===== src/hw/arf_pkg.sv =====
// Purpose: Constants for the ADC parallel read-out and result queue
// Assumes: 20 MHz hclk, AHB-Lite register access
// Notes on behaviour
// - Nap when nap pin or nap bit set
// - Deep power-down only by bit, then recovery
// - Mode lines latched at combined strobe fall
// - Codes 000-101 read one channel, tag ignored
// - Code 110 cycles all six channels
// - Cycle starts at first channel after reset
// - Code 111 reads earliest result first
// - Queue holds eighteen results shared by all channels
// - Full queue drops oldest on new result
// - Results stored only after read strobe ends
// - Write lowest free entry; reset clears queue
// - Head read completes, entries shift down
// - Direct: one word, or low then high byte
// - Tag word 800h filler, valid, channel, then data
// - Byte tag: tag nibble, low byte, high byte
// - Empty queue presents sixteen zeros
// - Channel tag codes 000 to 101
// - Nap, tag and mode: pin ORed with bit
// - Invert bit gives two's complement output
package arf_pkg;
  localparam logic [7:0]  CTRL_OFS     = 8'h00;
  localparam logic [7:0]  STAT_OFS     = 8'h04;
  localparam int          NAP_BIT      = 6;
  localparam int          PWRDN_BIT    = 5;
  localparam int          INV_BIT      = 4;
  localparam int          TAG_BIT      = 3;
  localparam logic [6:0]  CTRL_RST     = 7'h00;
  localparam int          ST_RDY_BIT   = 2;
  localparam int          ST_RR_LSB    = 4;
  localparam int          ST_CNT_LSB   = 8;
  localparam logic [2:0]  MODE_CYCLE   = 3'h6;
  localparam logic [2:0]  MODE_FIFO    = 3'h7;
  localparam logic [2:0]  LAST_CH      = 3'h5;
  localparam int          NUM_CH       = 6;
  localparam int          PER_CH       = 3;
  localparam logic [11:0] TAG_FILL     = 12'h800;
  localparam logic [7:0]  SYNC_RST     = 8'h03;
  localparam int          CLK_NS       = 50;
  localparam int          PWRDN_RECOV_NS  = 1000;
  localparam int          PWRDN_RECOV_CYC = (PWRDN_RECOV_NS + CLK_NS - 1) / CLK_NS;
  typedef enum logic [0:0] {ARF_IDLE = 1'b0, ARF_READ = 1'b1} arf_state_e;
endpackage : arf_pkg


===== src/hw/arf_readout.sv =====
// Purpose: Parallel read-out port with direct, cycle and queue modes
// Assumes: Results arrive on hclk as single-cycle strobes
// Notes: Pins pass two flip-flops before use
//
// Design decisions made here: register access over AHB-Lite and the address map.
`timescale 1ns/100ps
module arf_readout #(
  parameter int DEPTH = arf_pkg::NUM_CH * arf_pkg::PER_CH,
  parameter int RECOV = arf_pkg::PWRDN_RECOV_CYC
) (
  // Bus clock and reset
  input  wire logic        hclk,
  input  wire logic        hresetn,
  // AHB-Lite slave
  input  wire logic        hsel,
  input  wire logic [31:0] haddr,
  input  wire logic [1:0]  htrans,
  input  wire logic        hwrite,
  input  wire logic [2:0]  hsize,
  input  wire logic [31:0] hwdata,
  input  wire logic        hready,
  output logic      [31:0] hrdata,
  output logic             hreadyout,
  output logic             hresp,
  // Conversion results
  input  wire logic        result_valid,
  input  wire logic [2:0]  result_chan,
  input  wire logic [15:0] result_data,
  // Host pins
  input  wire logic        cs_n,
  input  wire logic        rd_n,
  input  wire logic        mode_select_bit2,
  input  wire logic        mode_select_bit1,
  input  wire logic        mode_select_bit0,
  input  wire logic        nap_pin,
  input  wire logic        tag_en_pin,
  input  wire logic        byte_mode_pin,
  output logic      [15:0] data_out,
  output logic             data_oe,
  // Power state
  output logic             nap_active,
  output logic             powerdown_active,
  output logic             conv_ready
);
  localparam int CW       = $clog2(DEPTH + 1);
  localparam int NUM_CH_L = arf_pkg::NUM_CH;

  logic [7:0]  sync1_r, sync2_r;
  logic [6:0]  ctrl_r;
  logic        wr_pend_r, rd_sel_r;
  logic [7:0]  wr_addr_r;
  logic [31:0] hrdata_r;
  arf_pkg::arf_state_e state_r;
  logic [1:0]  step_r;
  logic [2:0]  mode_lat_r;
  logic        tag_lat_r, byte_lat_r;
  logic [15:0] dout_r;
  logic [2:0]  rr_r;
  logic [15:0] last_r [NUM_CH_L];
  logic [15:0] in_r   [NUM_CH_L];
  logic [5:0]  commit_r, qpend_r, unread_r;
  logic [2:0]  fch_r  [DEPTH];
  logic [15:0] fd_r   [DEPTH];
  logic [2:0]  fch_nxt [DEPTH];
  logic [15:0] fd_nxt  [DEPTH];
  logic [CW-1:0] cnt_r, cnt_nxt;
  logic        powerdown_prev_r;
  logic [15:0] recov_r;

  // Pin synchronisers: {byte, tag, nap, mode[2:0], rd_n, cs_n}
  always_ff @(posedge hclk or negedge hresetn)
  begin
    if (!hresetn)
    begin
      sync1_r <= arf_pkg::SYNC_RST;
      sync2_r <= arf_pkg::SYNC_RST;
    end
    else
    begin
      sync1_r <= {byte_mode_pin, tag_en_pin, nap_pin, mode_select_bit2,
                  mode_select_bit1, mode_select_bit0, rd_n, cs_n};
      sync2_r <= sync1_r;
    end
  end

  wire       strobe   = ~sync2_r[0] & ~sync2_r[1];
  wire [2:0] mode_eff = sync2_r[4:2] | ctrl_r[2:0];
  wire       nap_eff  = sync2_r[5] | ctrl_r[arf_pkg::NAP_BIT];
  wire       tag_eff  = sync2_r[6] | ctrl_r[arf_pkg::TAG_BIT];
  wire       byte_eff = sync2_r[7];
  wire       powerdown_req = ctrl_r[arf_pkg::PWRDN_BIT];
  wire       start    = strobe && state_r == arf_pkg::ARF_IDLE;
  wire       finish   = !strobe && state_r == arf_pkg::ARF_READ;

  // Current read configuration: live at start, latched afterwards
  wire [2:0] cur_mode = start ? mode_eff : mode_lat_r;
  wire       cur_tag  = (step_r == 2'd0 && start) ? tag_eff : tag_lat_r;
  wire       cur_byte = (step_r == 2'd0 && start) ? byte_eff : byte_lat_r;
  wire       tag_use  = cur_tag && cur_mode[2:1] == 2'b11;
  wire [1:0] nsteps   = 2'd1 + {1'b0, tag_use} + {1'b0, cur_byte};
  wire [1:0] phase    = step_r + {1'b0, ~tag_use};
  wire       last_step = step_r == nsteps - 2'd1;
  wire       is_fifo  = cur_mode == arf_pkg::MODE_FIFO;
  wire       is_cycle = cur_mode == arf_pkg::MODE_CYCLE;

  // Source of the presented word
  wire [2:0]  sel_ch = is_fifo ? fch_r[0] : (is_cycle ? rr_r : cur_mode);
  wire [15:0] raw_d  = is_fifo ? fd_r[0] : last_r[sel_ch];
  wire [15:0] sel_d  = raw_d ^ {ctrl_r[arf_pkg::INV_BIT], 15'h0000};
  wire        sel_vld = is_fifo ? (cnt_r != '0) : unread_r[sel_ch];
  wire        empty_q = is_fifo && cnt_r == '0;

  function automatic logic [15:0] arf_word(input logic [1:0] ph, input logic bm,
                                           input logic vb, input logic [2:0] ch,
                                           input logic [15:0] d);
    logic [7:0] b;
    b = (ph == 2'd0) ? {vb, ch, d[3:0]} : (ph == 2'd1) ? d[7:0] : d[15:8];
    arf_word = bm ? {b, b} : ((ph == 2'd0) ? {arf_pkg::TAG_FILL, vb, ch} : d);
  endfunction : arf_word

  wire [15:0] word = empty_q ? 16'h0000 : arf_word(phase, cur_byte, sel_vld, sel_ch, sel_d);

  // Read strobe sequencing
  always_ff @(posedge hclk or negedge hresetn)
  begin
    if (!hresetn)
    begin
      state_r    <= arf_pkg::ARF_IDLE;
      step_r     <= 2'd0;
      mode_lat_r <= 3'h0;
      tag_lat_r  <= 1'b0;
      byte_lat_r <= 1'b0;
      dout_r     <= 16'h0000;
      rr_r       <= 3'h0;
    end
    else
    begin
      case (state_r)
        arf_pkg::ARF_IDLE:
        begin
          if (start)
          begin
            state_r    <= arf_pkg::ARF_READ;
            mode_lat_r <= mode_eff;
            dout_r     <= word;
            if (step_r == 2'd0)
            begin
              tag_lat_r  <= tag_eff;
              byte_lat_r <= byte_eff;
            end
          end
        end
        arf_pkg::ARF_READ:
        begin
          if (finish)
          begin
            state_r <= arf_pkg::ARF_IDLE;
            step_r  <= last_step ? 2'd0 : step_r + 2'd1;
            if (last_step && is_cycle)
              rr_r <= (rr_r == arf_pkg::LAST_CH) ? 3'h0 : rr_r + 3'h1;
          end
        end
        default: state_r <= arf_pkg::ARF_IDLE;
      endcase
    end
  end

  // Result capture, deferred while a read is in progress
  wire       pop     = finish && last_step && is_fifo && cnt_r != '0;
  wire       push    = !strobe && state_r == arf_pkg::ARF_IDLE && qpend_r != 6'h00;
  wire [2:0] push_ch = qpend_r[0] ? 3'd0 : qpend_r[1] ? 3'd1 : qpend_r[2] ? 3'd2 :
                       qpend_r[3] ? 3'd3 : qpend_r[4] ? 3'd4 : 3'd5;
  wire       drop    = push && !pop && cnt_r == CW'(DEPTH);
  wire       rr_done = finish && last_step && is_cycle;

  for (genvar c = 0; c < NUM_CH_L; c++)
  begin : g_ch
    wire hit = result_valid && result_chan == 3'(c);
    wire idle = !strobe && state_r == arf_pkg::ARF_IDLE;
    always_ff @(posedge hclk or negedge hresetn)
    begin
      if (!hresetn)
      begin
        in_r[c]     <= 16'h0000;
        last_r[c]   <= 16'h0000;
        commit_r[c] <= 1'b0;
        qpend_r[c]  <= 1'b0;
        unread_r[c] <= 1'b0;
      end
      else
      begin
        if (hit)
          in_r[c] <= result_data;
        if (idle && commit_r[c])
          last_r[c] <= in_r[c];
        commit_r[c] <= hit | (commit_r[c] & ~idle);
        qpend_r[c]  <= hit | (qpend_r[c] & ~(push && push_ch == 3'(c)));
        unread_r[c] <= (idle && commit_r[c]) | (unread_r[c] & ~(rr_done && rr_r == 3'(c)));
      end
    end
  end

  // Queue next state: shift on pop or drop, then append
  always_comb
  begin
    logic [CW-1:0] n;
    n = cnt_r;
    fch_nxt = fch_r;
    fd_nxt  = fd_r;
    if (pop || drop)
    begin
      for (int i = 0; i < DEPTH - 1; i++)
      begin
        fch_nxt[i] = fch_r[i + 1];
        fd_nxt[i]  = fd_r[i + 1];
      end
      n = n - CW'(1);
    end
    if (push)
    begin
      fch_nxt[n] = push_ch;
      fd_nxt[n]  = in_r[push_ch];
      n = n + CW'(1);
    end
    cnt_nxt = n;
  end

  always_ff @(posedge hclk or negedge hresetn)
  begin
    if (!hresetn)
    begin
      cnt_r <= '0;
      for (int i = 0; i < DEPTH; i++)
      begin
        fch_r[i] <= 3'h0;
        fd_r[i]  <= 16'h0000;
      end
    end
    else
    begin
      cnt_r <= cnt_nxt;
      fch_r <= fch_nxt;
      fd_r  <= fd_nxt;
    end
  end

  // Power state and recovery after deep power-down
  always_ff @(posedge hclk or negedge hresetn)
  begin
    if (!hresetn)
    begin
      powerdown_prev_r <= 1'b0;
      recov_r          <= 16'h0000;
    end
    else
    begin
      powerdown_prev_r <= powerdown_req;
      if (powerdown_prev_r && !powerdown_req)
        recov_r <= 16'(RECOV);
      else if (recov_r != 16'h0000)
        recov_r <= recov_r - 16'h0001;
    end
  end

  // AHB-Lite register slave, zero wait states
  wire        addr_ok = hsel && hready && htrans[1];
  wire [31:0] stat_w  = {16'h0000, 3'h0, 5'(cnt_r), 1'b0, rr_r, 1'b0, conv_ready,
                         powerdown_active, nap_active};
  wire [31:0] rd_w    = (haddr[7:0] == arf_pkg::CTRL_OFS) ? {25'h0, ctrl_r} :
                        (haddr[7:0] == arf_pkg::STAT_OFS) ? stat_w : 32'h0;

  always_ff @(posedge hclk or negedge hresetn)
  begin
    if (!hresetn)
    begin
      wr_pend_r        <= 1'b0;
      wr_addr_r        <= 8'h00;
      hrdata_r         <= 32'h0;
      ctrl_r           <= arf_pkg::CTRL_RST;
      nap_active       <= 1'b0;
      powerdown_active <= 1'b0;
      conv_ready       <= 1'b0;
    end
    else
    begin
      wr_pend_r <= addr_ok && hwrite;
      wr_addr_r <= haddr[7:0];
      if (addr_ok && !hwrite)
        hrdata_r <= rd_w;
      if (wr_pend_r && wr_addr_r == arf_pkg::CTRL_OFS)
        ctrl_r <= hwdata[6:0];
      nap_active       <= nap_eff;
      powerdown_active <= powerdown_req;
      // Kept low in the cycle before the recovery count loads
      conv_ready       <= !powerdown_req && !powerdown_prev_r && !nap_eff && recov_r == 16'h0000;
    end
  end

  assign hrdata    = hrdata_r;
  assign hreadyout = 1'b1;
  assign hresp     = 1'b0;
  assign data_out  = dout_r;
  assign data_oe   = state_r == arf_pkg::ARF_READ;

  chk_nap_follow: assert property (@(posedge hclk) disable iff (!hresetn)
    nap_eff |=> nap_active) else $error("nap not entered");
  chk_powerdown_recovery: assert property (@(posedge hclk) disable iff (!hresetn)
    $fell(powerdown_req) |-> ##1 !conv_ready [*3]) else $error("no recovery after power-down");
  chk_mode_latch: assert property (@(posedge hclk) disable iff (!hresetn)
    start |=> mode_lat_r == $past(mode_eff)) else $error("mode not latched");
  chk_cycle_wrap: assert property (@(posedge hclk) disable iff (!hresetn)
    rr_done && rr_r == 3'h5 |=> rr_r == 3'h0) else $error("cycle did not wrap");
  chk_full_drop: assert property (@(posedge hclk) disable iff (!hresetn)
    drop |=> cnt_r == CW'(DEPTH) && fch_r[DEPTH-1] == $past(push_ch)) else $error("drop failed");
  chk_read_defer: assert property (@(posedge hclk) disable iff (!hresetn)
    strobe |-> !push && cnt_nxt <= cnt_r) else $error("store during read");
  chk_pop_shift: assert property (@(posedge hclk) disable iff (!hresetn)
    pop && !push |=> cnt_r == $past(cnt_r) - CW'(1) && fd_r[0] == $past(fd_r[1]))
    else $error("head not removed");
  chk_empty_zero: assert property (@(posedge hclk) disable iff (!hresetn)
    start && mode_eff == 3'h7 && cnt_r == '0 |=> dout_r == 16'h0000) else $error("empty not zero");
  chk_tag_fill: assert property (@(posedge hclk) disable iff (!hresetn)
    start && step_r == 2'd0 && tag_eff && mode_eff == arf_pkg::MODE_FIFO && !byte_eff && cnt_r != '0
    |=> dout_r[15:4] == 12'h800 && dout_r[3]) else $error("tag word wrong");
endmodule : arf_readout


===== config.mk =====
export PLATFORM = sky130hd
export DESIGN_NAME = arf_readout
export DESIGN_NICKNAME = d
export VERILOG_FILES = /design/src/hw/arf_pkg.sv /design/src/hw/arf_readout.sv
export SDC_FILE = /design/constraint.sdc
export NUM_CORES = 1
export LEC_CHECK = 0
export BUFFER_PORTS_ARGS = -buffer_cell sky130_fd_sc_hd__buf_2
export CAP_MARGIN = 20
export CORE_MARGIN = 1
export CORE_UTILIZATION = 40
export DETAILED_ROUTE_END_ITERATION = 10
export HOLD_SLACK_MARGIN = 0.03
export PLACE_DENSITY = 0.62
export SLEW_MARGIN = 40
export SYNTH_ARGS = -nofsm -noshare
export SYNTH_HDL_FRONTEND = slang
export SYNTH_SLANG_ARGS = --single-unit

===== constraint.sdc =====
create_clock -name hclk -period 4.8 [get_ports hclk]
set_input_delay 0.48 -clock hclk [delete_from_list [all_inputs] [get_ports hclk]]
set_output_delay 0.48 -clock hclk [all_outputs]
set_load 0.03 [all_outputs]

Yosys cells after proc, flatten, opt, wreduce, memory -nomap -nowiden:

Index checks and enable logic that the tools add are counted.

* logic and storage cells: 299
* output and inout bits: 54
* register bits: 667
* bits of input ports: 102

* equality and inequality tests: 22
* $add $sub $neg: 9
* muxes and demuxes: 46
* bitwise gates (word level): 61
* order comparisons: 5
* reductions and logical operators: 72

Operators with widths (number)
* bitwise mux 288 bit: 1
* two-way mux 288 bit: 1
* two-way mux 272 bit: 1
* two-way mux 16 bit: 11
* binary-select mux 16 bit (select 3 bit): 2
* demux 16 bit (select 5 bit): 1
* bitwise mux 54 bit: 1
* two-way mux 54 bit: 1
* two-way mux 51 bit: 1
* logical AND 1 bit: 48
* two-way mux 3 bit: 9
* two-way mux 13 bit: 2
* equality test 3 bit (second input constant): 8
* OR 1 bit: 20
* AND 1 bit: 19
* equality test 3 x 2 -> 1 bit (second input constant): 6
* inverter 1 bit: 17
* zero test 16 bit: 1
* zero test 8 bit: 2
* two-way mux 8 bit: 2
* nonzero test 16 bit: 1
* subtractor 16 x 1 -> 16 bit (second input constant): 1
* XOR 16 bit: 1
* demux 3 bit (select 5 bit): 1
* other kinds (35): 57

Logic depth before layout (Yosys ltp):

Gate-level depths: netlist of run 1.

* depth after elaboration: 25
* depth in mapped cells: 21
* depth with buffers taken out: 17

Least setup slack after synthesis of run 1:

OpenSTA, ideal clock, no wires.

* path kind: register to register
* start point: register state_r (netlist: data_oe)
* end point: register fch_r[35] in the netlist's numbering
* data arrival time: 3.955 ns
* cell stages (with the launch flop): 17
* data required time: 4.677 ns
* buffers on the path: 2
* setup time: 0.123 ns
* period minus slack after synthesis: 4.077 ns
* setup slack: 0.723 ns
* cell sequence: dfrtp_1 nor3_2 nand2_1 mux2i_1 inv_1 ha_1 xor2_1 nor4_1 a32oi_2 nand2b_4 or3_1 o21ai_2 or3b_1 buf_2 buf_6 nor2_1 a21oi_1

RTL lines
* start, declared: line arf_readout.sv:53 `arf_pkg::arf_state_e state_r;`
* start signal, assigned: line arf_readout.sv:128 `state_r <= arf_pkg::ARF_IDLE;`
* start signal, assigned: line arf_readout.sv:143 `state_r <= arf_pkg::ARF_READ;`
* start signal, assigned: line arf_readout.sv:157 `state_r <= arf_pkg::ARF_IDLE;`
* end signal, assigned: line arf_readout.sv:242 `fch_r <= fch_nxt;`
* end, declared: line arf_readout.sv:62 `logic [2:0] fch_r [DEPTH];`

==> metrics.md, run 1 <==
| Metric | Value |
|---|---|
| Critical Path RT | `5320 ps` |
| FFs w/ async S/R, synth | `100%` |
| WL final | `73.2 mm` |
| Final Skew | `between 30 and 40 ps` |
| Fin. Hold Viols | `0` |
| Remaining antenna violation count after routing | `0` |
| Max Buffers Root-to-Sink | `3` |
| Reg2reg path depth | `15` |
| Dpl cells | `3572` |
| WL/cell | `just under 20 um` |
| GRT Overall Usage | `about a fifth` |
| CTS tree | `built` |
| Ranking of synthesized cells by area | `dfrtp_1, mux2i_1, mux2_2, a21oi_1, nor2_1` |
| CTS root buf | `clkbuf_16` |
| H-tree depth | `3` |
| Least-Margin Pin Slew | `804 ps` |
| Ys Warns | `0` |
| Initial DRC Count | `1335` |
| Total CTS buffers | `71` |
| Synth-to-Final Area Change | `13.5%` |
| Residual DRC | `18` |
| Most frequent cells after synthesis | `dfrtp_1, mux2i_1, nor2_1` |
| Max cap viols | `0` |
| Final period util | `90.1%` |
| Failing checks | `design-rule violations` |
| Number of synthesized register bits | `647` |
| Area leader, netlist | `dfrtp_1` |
| Post-synthesis sequential area ratio | `between 50% and 60%` |
| Class of the worst hold path | `input port to flip-flop` |
| Vias in the first global route | `around 20000` |
| First-pass GRT wire length | `roughly 120 mm` |
| Die Y | `~270 um` |
| Largest net degree at the start of global routing | `138` |
| Worst setup SP type | `flip-flop` |
| Drt first pass iters | `8` |
| RSZ-0062 raised after global routing | `false` |
| Ys flop type | `dfrtp_1` |
| Yosys cell types | `slightly below 80` |
| Pwr/cell area | `590 mW/mm^2` |
| Post-synth EDFFs | `0` |
| N_diodes | `0` |
| Highest ir drop seen on vdd | `0.240 mV` |
| CTS resizes | `0` |
| Combinational fraction of design power | `28.4%` |
| Total congestion overflow | `0` |
| Initial Utilization | `about two fifths` |
| Synthesized cell area | `~0.03 mm^2` |
| Final #Nets | `2814` |
| Slew Viols, Final | `0` |
| Switching share of total power | `between 30 and 40%` |
| Worst-skew pair later-pin latency | `610 ps` |
| Critical Path AT | `4850 ps` |
| Share of layout cells above drive strength 1 | `around a fifth` |
| Switch Pwr | `about 0.0065 W` |
| Synth top area share | `a little over half` |
| Post-Synthesis Cells | `2646` |
| Register share of total power | `44.3%` |
| Post-Syn Area per Cell | `11.2 um^2` |
| Internal Dissipation | `0.0133 W` |
| PortBufs | `80` |
| Clock-pin transition on the worst setup and hold timing paths | `60 ps` |
| Kind of critical path | `flip-flop to flip-flop` |
| Clock power frac | `27.3%` |
| Lkg Pwr | `16.8 nW` |
| Vias per inst | `between 5 and 6` |
| CP endpoint kind | `flip-flop` |
| I/O pin cnt | `156` |
| Post-CTS Setup Repair Bufs | `0` |
| Final Wtd Congestion | `0.897` |
| Count leader, synth | `dfrtp_1` |
| Hold Path Stages | `2` |
| Via Count | `roughly 20000` |
| Outcome | `finished, violations left` |
| Non-Filler Instances | `approximately 3700` |
| Final setup vio count | `0` |
| Max_slew headroom | `46.3%` |
| Max Fclk | `approximately 230 MHz` |
| Crit path time final | `around 4300 ps` |
| Worst-path fanout max | `38` |
| Detailed placement HPWL | `45.5 mm` |
| Die X | `274 um` |
| Total negative setup slack | `0 ps` |
| Core Rows | `99` |
| Antenna violations before repair | `6` |
| Die ar. | `0.0751 mm^2` |
| Core box area | `0.0731 mm^2` |
| # clock sinks | `between 600 and 700` |
-- area by class of cell --
type | count | area [um^2]
fillers | 6609 | 39500
flip-flops and latches | 647 | 16200
multi-input cells | 1790 | 12500
clock buffers | 110 | 2150
repair buffers | 173 | 1300
well taps | 959 | 1200
clock inverters | 18 | 194
inverters | 22 | 83.8
-- kinds of logic (layout without fill, tap and decap cells) --
family / after synthesis / after routing / share of synthesized area [%]
flip-flops: 647 / 647 / 54.7
XOR/XNOR: 20 / 20 / 0.655
adder cells (fa/ha/maj): 7 / 7 / 0.296
AND/OR/NAND/NOR: 632 / 632 / 9.08
other: 2 / 22 / 0.0254
AO/OA/AOI/OAI: 525 / 525 / 10.6
buffers and inverters: 229 / 323 / 3.73
multiplexers: 584 / 584 / 21.0
-- critical path: stages (launching register included) --
cell      delay (ps)
dfrtp_1          470
o311ai_1         550
o31ai_4          150
nand2_1          120
inv_1             50
ha_1             240
xor2_1           210
nor4_1           460
a32oi_4          190
buf_4            240
and3_1           190
o21ai_1          450
or3b_1           190
buf_4            420
nor2_1           130
a21oi_2          120
-- cell usage in the layout, fill, tap and decap left out, drive strengths merged, types with 7 or more instances in the layout --
master | synthesis | layout
a21o | 7 | 7
a21oi | 257 | 257
a221o | 12 | 12
a22o | 7 | 7
a22oi | 17 | 17
a32oi | 17 | 17
buf | 99 | 157
clkbuf | 108 | 110
clkinv | 2 | 15
conb | 2 | 22
dfrtp | 643 | 643
dlygate4sd3 | 0 | 16
ha | 7 | 7
inv | 20 | 21
mux2 | 217 | 217
mux2i | 360 | 360
mux4 | 7 | 7
nand2 | 221 | 221
nand2b | 8 | 8
nand3 | 44 | 44
nand4 | 7 | 7
nor2 | 277 | 277
nor3 | 19 | 19
nor4 | 12 | 12
o21ai | 142 | 142
o221ai | 17 | 17
or3 | 9 | 9
xnor2 | 12 | 12
xor2 | 8 | 8
-- power groups by stage --
stage	logic [W]	registers (W)	clock network (W)
2_1_floorplan	0.00424	0.00847	0
3_3_place_gp	0.00539	0.00879	0
3_5_place_dp	0.00560	0.00889	0
4_1_cts	0.00563	0.00880	0.00553
5_1_grt	0.00622	0.00903	0.00575
6_report	0.00562	0.00879	0.00541
-- per-layer routing --
metal / vias to the layer above / global-route usage [%] / wire length [um]
li1: 9499 / - / -
met1: 10100 / 26.8 / 32800
met2: 495 / 31.6 / 34400
met3: 137 / 3.75 / 3950
met4: 8 / 6.21 / 1980
met5: - / 0 / 55
-- registers in the layout, summed over array words and instances (netlist names), 6 cells and up, named ones only --
| register | count |
|---|---|
| fd_r | 272 |
| in_r | 96 |
| last_r | 96 |
| fch_r | 51 |
| data_out | 16 |
| recov_r | 16 |
| hrdata | 12 |
| sync1_r | 8 |
| sync2_r | 8 |
| wr_addr_r | 8 |
| ctrl_r | 7 |
| commit_r | 6 |
| qpend_r | 6 |
| unread_r | 6 |
-- stage by stage --
stage               total power, W  utilization [%]  instance area [um^2]  worst slack (ps)  hold WS [ps]
floorplan                   0.0127                -                 29700               723           184
global placement            0.0142             42.4                 31000               489           337
detailed placement          0.0145             42.4                 31000               409           343
CTS                         0.0200             45.9                 33500               372          92.5
global route                0.0210             46.0                 33600              91.5          95.8
finish                      0.0198             46.0                 33600               474           114
-- path summary, 6_finish.rpt --
kind	start	end	slack, ps
setup / recovery	data_oe$_DFF_PN0_	fd_r[178]$_DFF_PN0_	470
hold reg to reg	sync1_r[4]$_DFF_PN0_	sync2_r[4]$_DFF_PN0_	350
min in group asynchronous	hresetn	ctrl_r[4]$_DFFE_PN0P_	310
hold / removal	hwdata[4]	ctrl_r[4]$_DFFE_PN0P_	110
max in group asynchronous	hresetn	fd_r[18]$_DFF_PN0_	3080
setup reg to reg	data_oe$_DFF_PN0_	fd_r[178]$_DFF_PN0_	470
-- what timing repair did --
action	CTS	global route
hold buffers	16	0
endpoints found under the hold margin	99	0
endpoints found under the setup margin	0	0
No activity file was read; power rests on OpenSTA's default activity.
==> run 2, diff against run 1 <==
Settings changed: CTS_BUF_LIST set to sky130_fd_sc_hd__clkbuf_2.
==> metrics.md, run 2 (same netlist as run 1, synthesis figures left out) <==
| Metric | Value |
|---|---|
| Worst-skew pair later-pin latency | `1350 ps (was 610 ps)` |
| Max Fclk | `228 MHz (was 231 MHz)` |
| Internal Dissipation | `0.0117 W (was 0.0133 W)` |
| Die ar. | `0.0751 mm^2 (unchanged)` |
| H-tree depth | `4 (was 3)` |
| WHS | `283 ps (was 114 ps)` |
| Residual DRC | `34 (was 18)` |
| Outcome | `finished, violations left (unchanged)` |
| Failing checks | `design-rule violations (unchanged)` |
| PortBufs | `80 (unchanged)` |
| Die X | `274 um (unchanged)` |
| Final Wtd Congestion | `0.897 (unchanged)` |
| Post-CTS Setup Repair Bufs | `0 (unchanged)` |
| Fin. Hold Viols | `0 (unchanged)` |
| Max reg flops | `272 (unchanged)` |
| Share of layout cells above drive strength 1 | `23.5% (was 19.8%)` |
| Vias in the first global route | `21700 (was 20400)` |
| Max cap viols | `0 (unchanged)` |
| Max_slew headroom | `41.8% (was 46.3%)` |
| Critical Path AT | `5570 ps (was 4850 ps)` |
| Clock-pin transition on the worst setup and hold timing paths | `120 ps (was 60 ps)` |
| Sequential cell area | `0.0162 mm^2 (unchanged)` |
| Biggest regs | `fd_r: 272 flops, in_r: 96 flops, last_r: 96 flops (unchanged)` |
| Crit path time final | `4380 ps (was 4330 ps)` |
| Total congestion overflow | `0 (unchanged)` |
| Initial Utilization | `40.5% (unchanged)` |
| Multi-input combinational cell area | `0.0125 mm^2 (unchanged)` |
| First-pass GRT wire length | `119 mm (was 116 mm)` |
| Register share of total power | `47.9% (was 44.3%)` |
| WL/cell | `19.0 um (was 19.7 um)` |
| Die Y | `274 um (unchanged)` |
| Max Buffers Root-to-Sink | `3 (unchanged)` |
| Lkg Pwr | `17.2 nW (was 16.8 nW)` |
| Core Rows | `99 (unchanged)` |
| Final Skew | `108 ps (was 37.0 ps)` |
| Filler cell count in the final layout | `6787 (was 6609)` |
| Total negative setup slack | `0 ps (unchanged)` |
| CP endpoint kind | `flip-flop (unchanged)` |
| Kind of critical path | `flip-flop to flip-flop (unchanged)` |
| Commonest non-fill, non-tap cells in the layout | `dfrtp_1, mux2i_1, nor2_1, clkbuf_2, a21oi_1 (was dfrtp_1, mux2i_1, nor2_1, a21oi_1, mux2_2)` |
| Worst-path fanout max | `38 (unchanged)` |
| Remaining antenna violation count after routing | `0 (unchanged)` |
| Initial DRC Count | `1466 (was 1335)` |
| Core box area | `0.0731 mm^2 (unchanged)` |
| Clock power frac | `21.1% (was 27.3%)` |
| Final setup vio count | `0 (unchanged)` |
| Via Count | `21300 (was 20200)` |
| WL final | `75.3 mm (was 73.2 mm)` |
| Total CTS buffers | `171 (was 71)` |
| Largest net degree at the start of global routing | `138 (unchanged)` |
| Least-Margin Pin Slew | `873 ps (was 804 ps)` |
| I/O pin cnt | `156 (unchanged)` |
| Antenna violations before repair | `6 (unchanged)` |
| Detailed placement HPWL | `45.5 mm (unchanged)` |
| Combinational fraction of design power | `31.0% (was 28.4%)` |
| Worst setup SP type | `flip-flop (unchanged)` |
| Biggest register | `fd_r (unchanged)` |
| Final #Nets | `2996 (was 2814)` |
| CTS tree | `built (unchanged)` |
| Final period util | `91.2% (was 90.1%)` |
| Class of the worst hold path | `input port to flip-flop (unchanged)` |
| GRT Overall Usage | `20.3% (was 19.7%)` |
| RSZ-0062 raised after global routing | `false (unchanged)` |
| Commonest non-fill, non-tap cell in the layout | `dfrtp_1 (unchanged)` |
| Synth-to-Final Area Change | `13.6% (was 13.5%)` |
| Drt first pass iters | `8 (unchanged)` |
| Switch Pwr | `0.00663 W (was 0.00653 W)` |
| CTS root buf | `clkbuf_2 (was clkbuf_16)` |
| Switching share of total power | `36.2% (was 33.0%)` |
| # clock sinks | `647 (unchanged)` |
| Slew Viols, Final | `0 (unchanged)` |
| Critical Path RT | `5990 ps (was 5320 ps)` |
| Pwr/cell area | `544 mW/mm^2 (was 590 mW/mm^2)` |
| Vias per inst | `5.36 (was 5.44)` |
| Highest ir drop seen on vdd | `0.189 mV (was 0.240 mV)` |
-- run 2: cell types whose count changed in the layout (fill, tap and decap cells not counted), sizes merged --
cell	delta
diode	+5
clkinv	+15
clkbuf	+141
inv	+4
dlygate4sd3	+82
bufinv	+1
clkinvlp	+1
-- run 2: critical path, cell delays in order (launching register included) --
cell	delay, ps
dfrtp_1	490
o311ai_1	550
o31ai_4	140
nand2_1	120
inv_1	50
ha_1	240
xor2_1	210
nor4_1	460
a32oi_4	190
buf_4	240
and3_1	190
o21ai_1	450
or3b_1	190
buf_4	430
nor2_1	120
a21oi_2	110
-- run 2: per-stage QoR --
| step | util (%) | power (W) | setup slack, ps | instances | instance area, um^2 |
|---|---|---|---|---|---|
| global placement | 42.4 | 0.0142 | 489 | 3572 | 31000 |
| global route | 46.0 | 0.0196 | 16.7 | 3967 | 33600 |
| floorplan | - | 0.0127 | 723 | 2666 | 29700 |
| CTS | 45.9 | 0.0184 | 246 | 3961 | 33600 |
| finish | 46.0 | 0.0183 | 421 | 3968 | 33600 |
| detailed placement | 42.4 | 0.0145 | 409 | 3572 | 31000 |
-- run 2: final timing paths --
| path | from | endpoint | slack, ps | depth (start not counted) |
|---|---|---|---|---|
| min reg2reg | sync1_r[3]$_DFF_PN0_ | sync2_r[3]$_DFF_PN0_ | 360 | 0 |
| max | data_oe$_DFF_PN0_ | fd_r[181]$_DFF_PN0_ | 420 | 15 |
| min | haddr[2] | hrdata[4]$_DFFE_PN0P_ | 280 | 4 |
| max reg2reg | data_oe$_DFF_PN0_ | fd_r[181]$_DFF_PN0_ | 420 | 15 |
| min in group asynchronous | hresetn | sync1_r[0]$_DFF_PN1_ | 320 | 3 |
| max in group asynchronous | hresetn | fd_r[75]$_DFF_PN0_ | 3560 | 5 |
-- run 2: repair_timing --
action                                 in CTS  in global routing
hold buffers                               99                  0
endpoints found under the hold margin     791                  0
resized for setup                           0                  0
-- run 2: routing by layer --
layer / routed length [um] / GRT usage (%) / vias to the layer above
met5: 43 / 0 / -
met4: 2080 / 7.97 / 6
met3: 4350 / 4.24 / 173
met2: 35500 / 32.4 / 600
met1: 33300 / 27.2 / 10600
li1: - / - / 9931
-- run 2: cell type report --
class	count	area share (%)
clock inverter	39	0.818
multi-input combinational	1790	37.1
antenna	5	0.0372
clock buffer	251	3.73
sequential	647	48.2
tap	959	3.57
inverter	22	0.249
timing repair buffer	255	6.31
-- run 2: power by group through the flow --
stage | Sequential [W] | Clock [W] | Combinational (W)
2_1_floorplan | 0.00847 | 0 | 0.00424
4_1_cts | 0.00877 | 0.00400 | 0.00568
3_5_place_dp | 0.00889 | 0 | 0.00560
5_1_grt | 0.00901 | 0.00428 | 0.00628
6_report | 0.00877 | 0.00386 | 0.00568
3_3_place_gp | 0.00879 | 0 | 0.00539
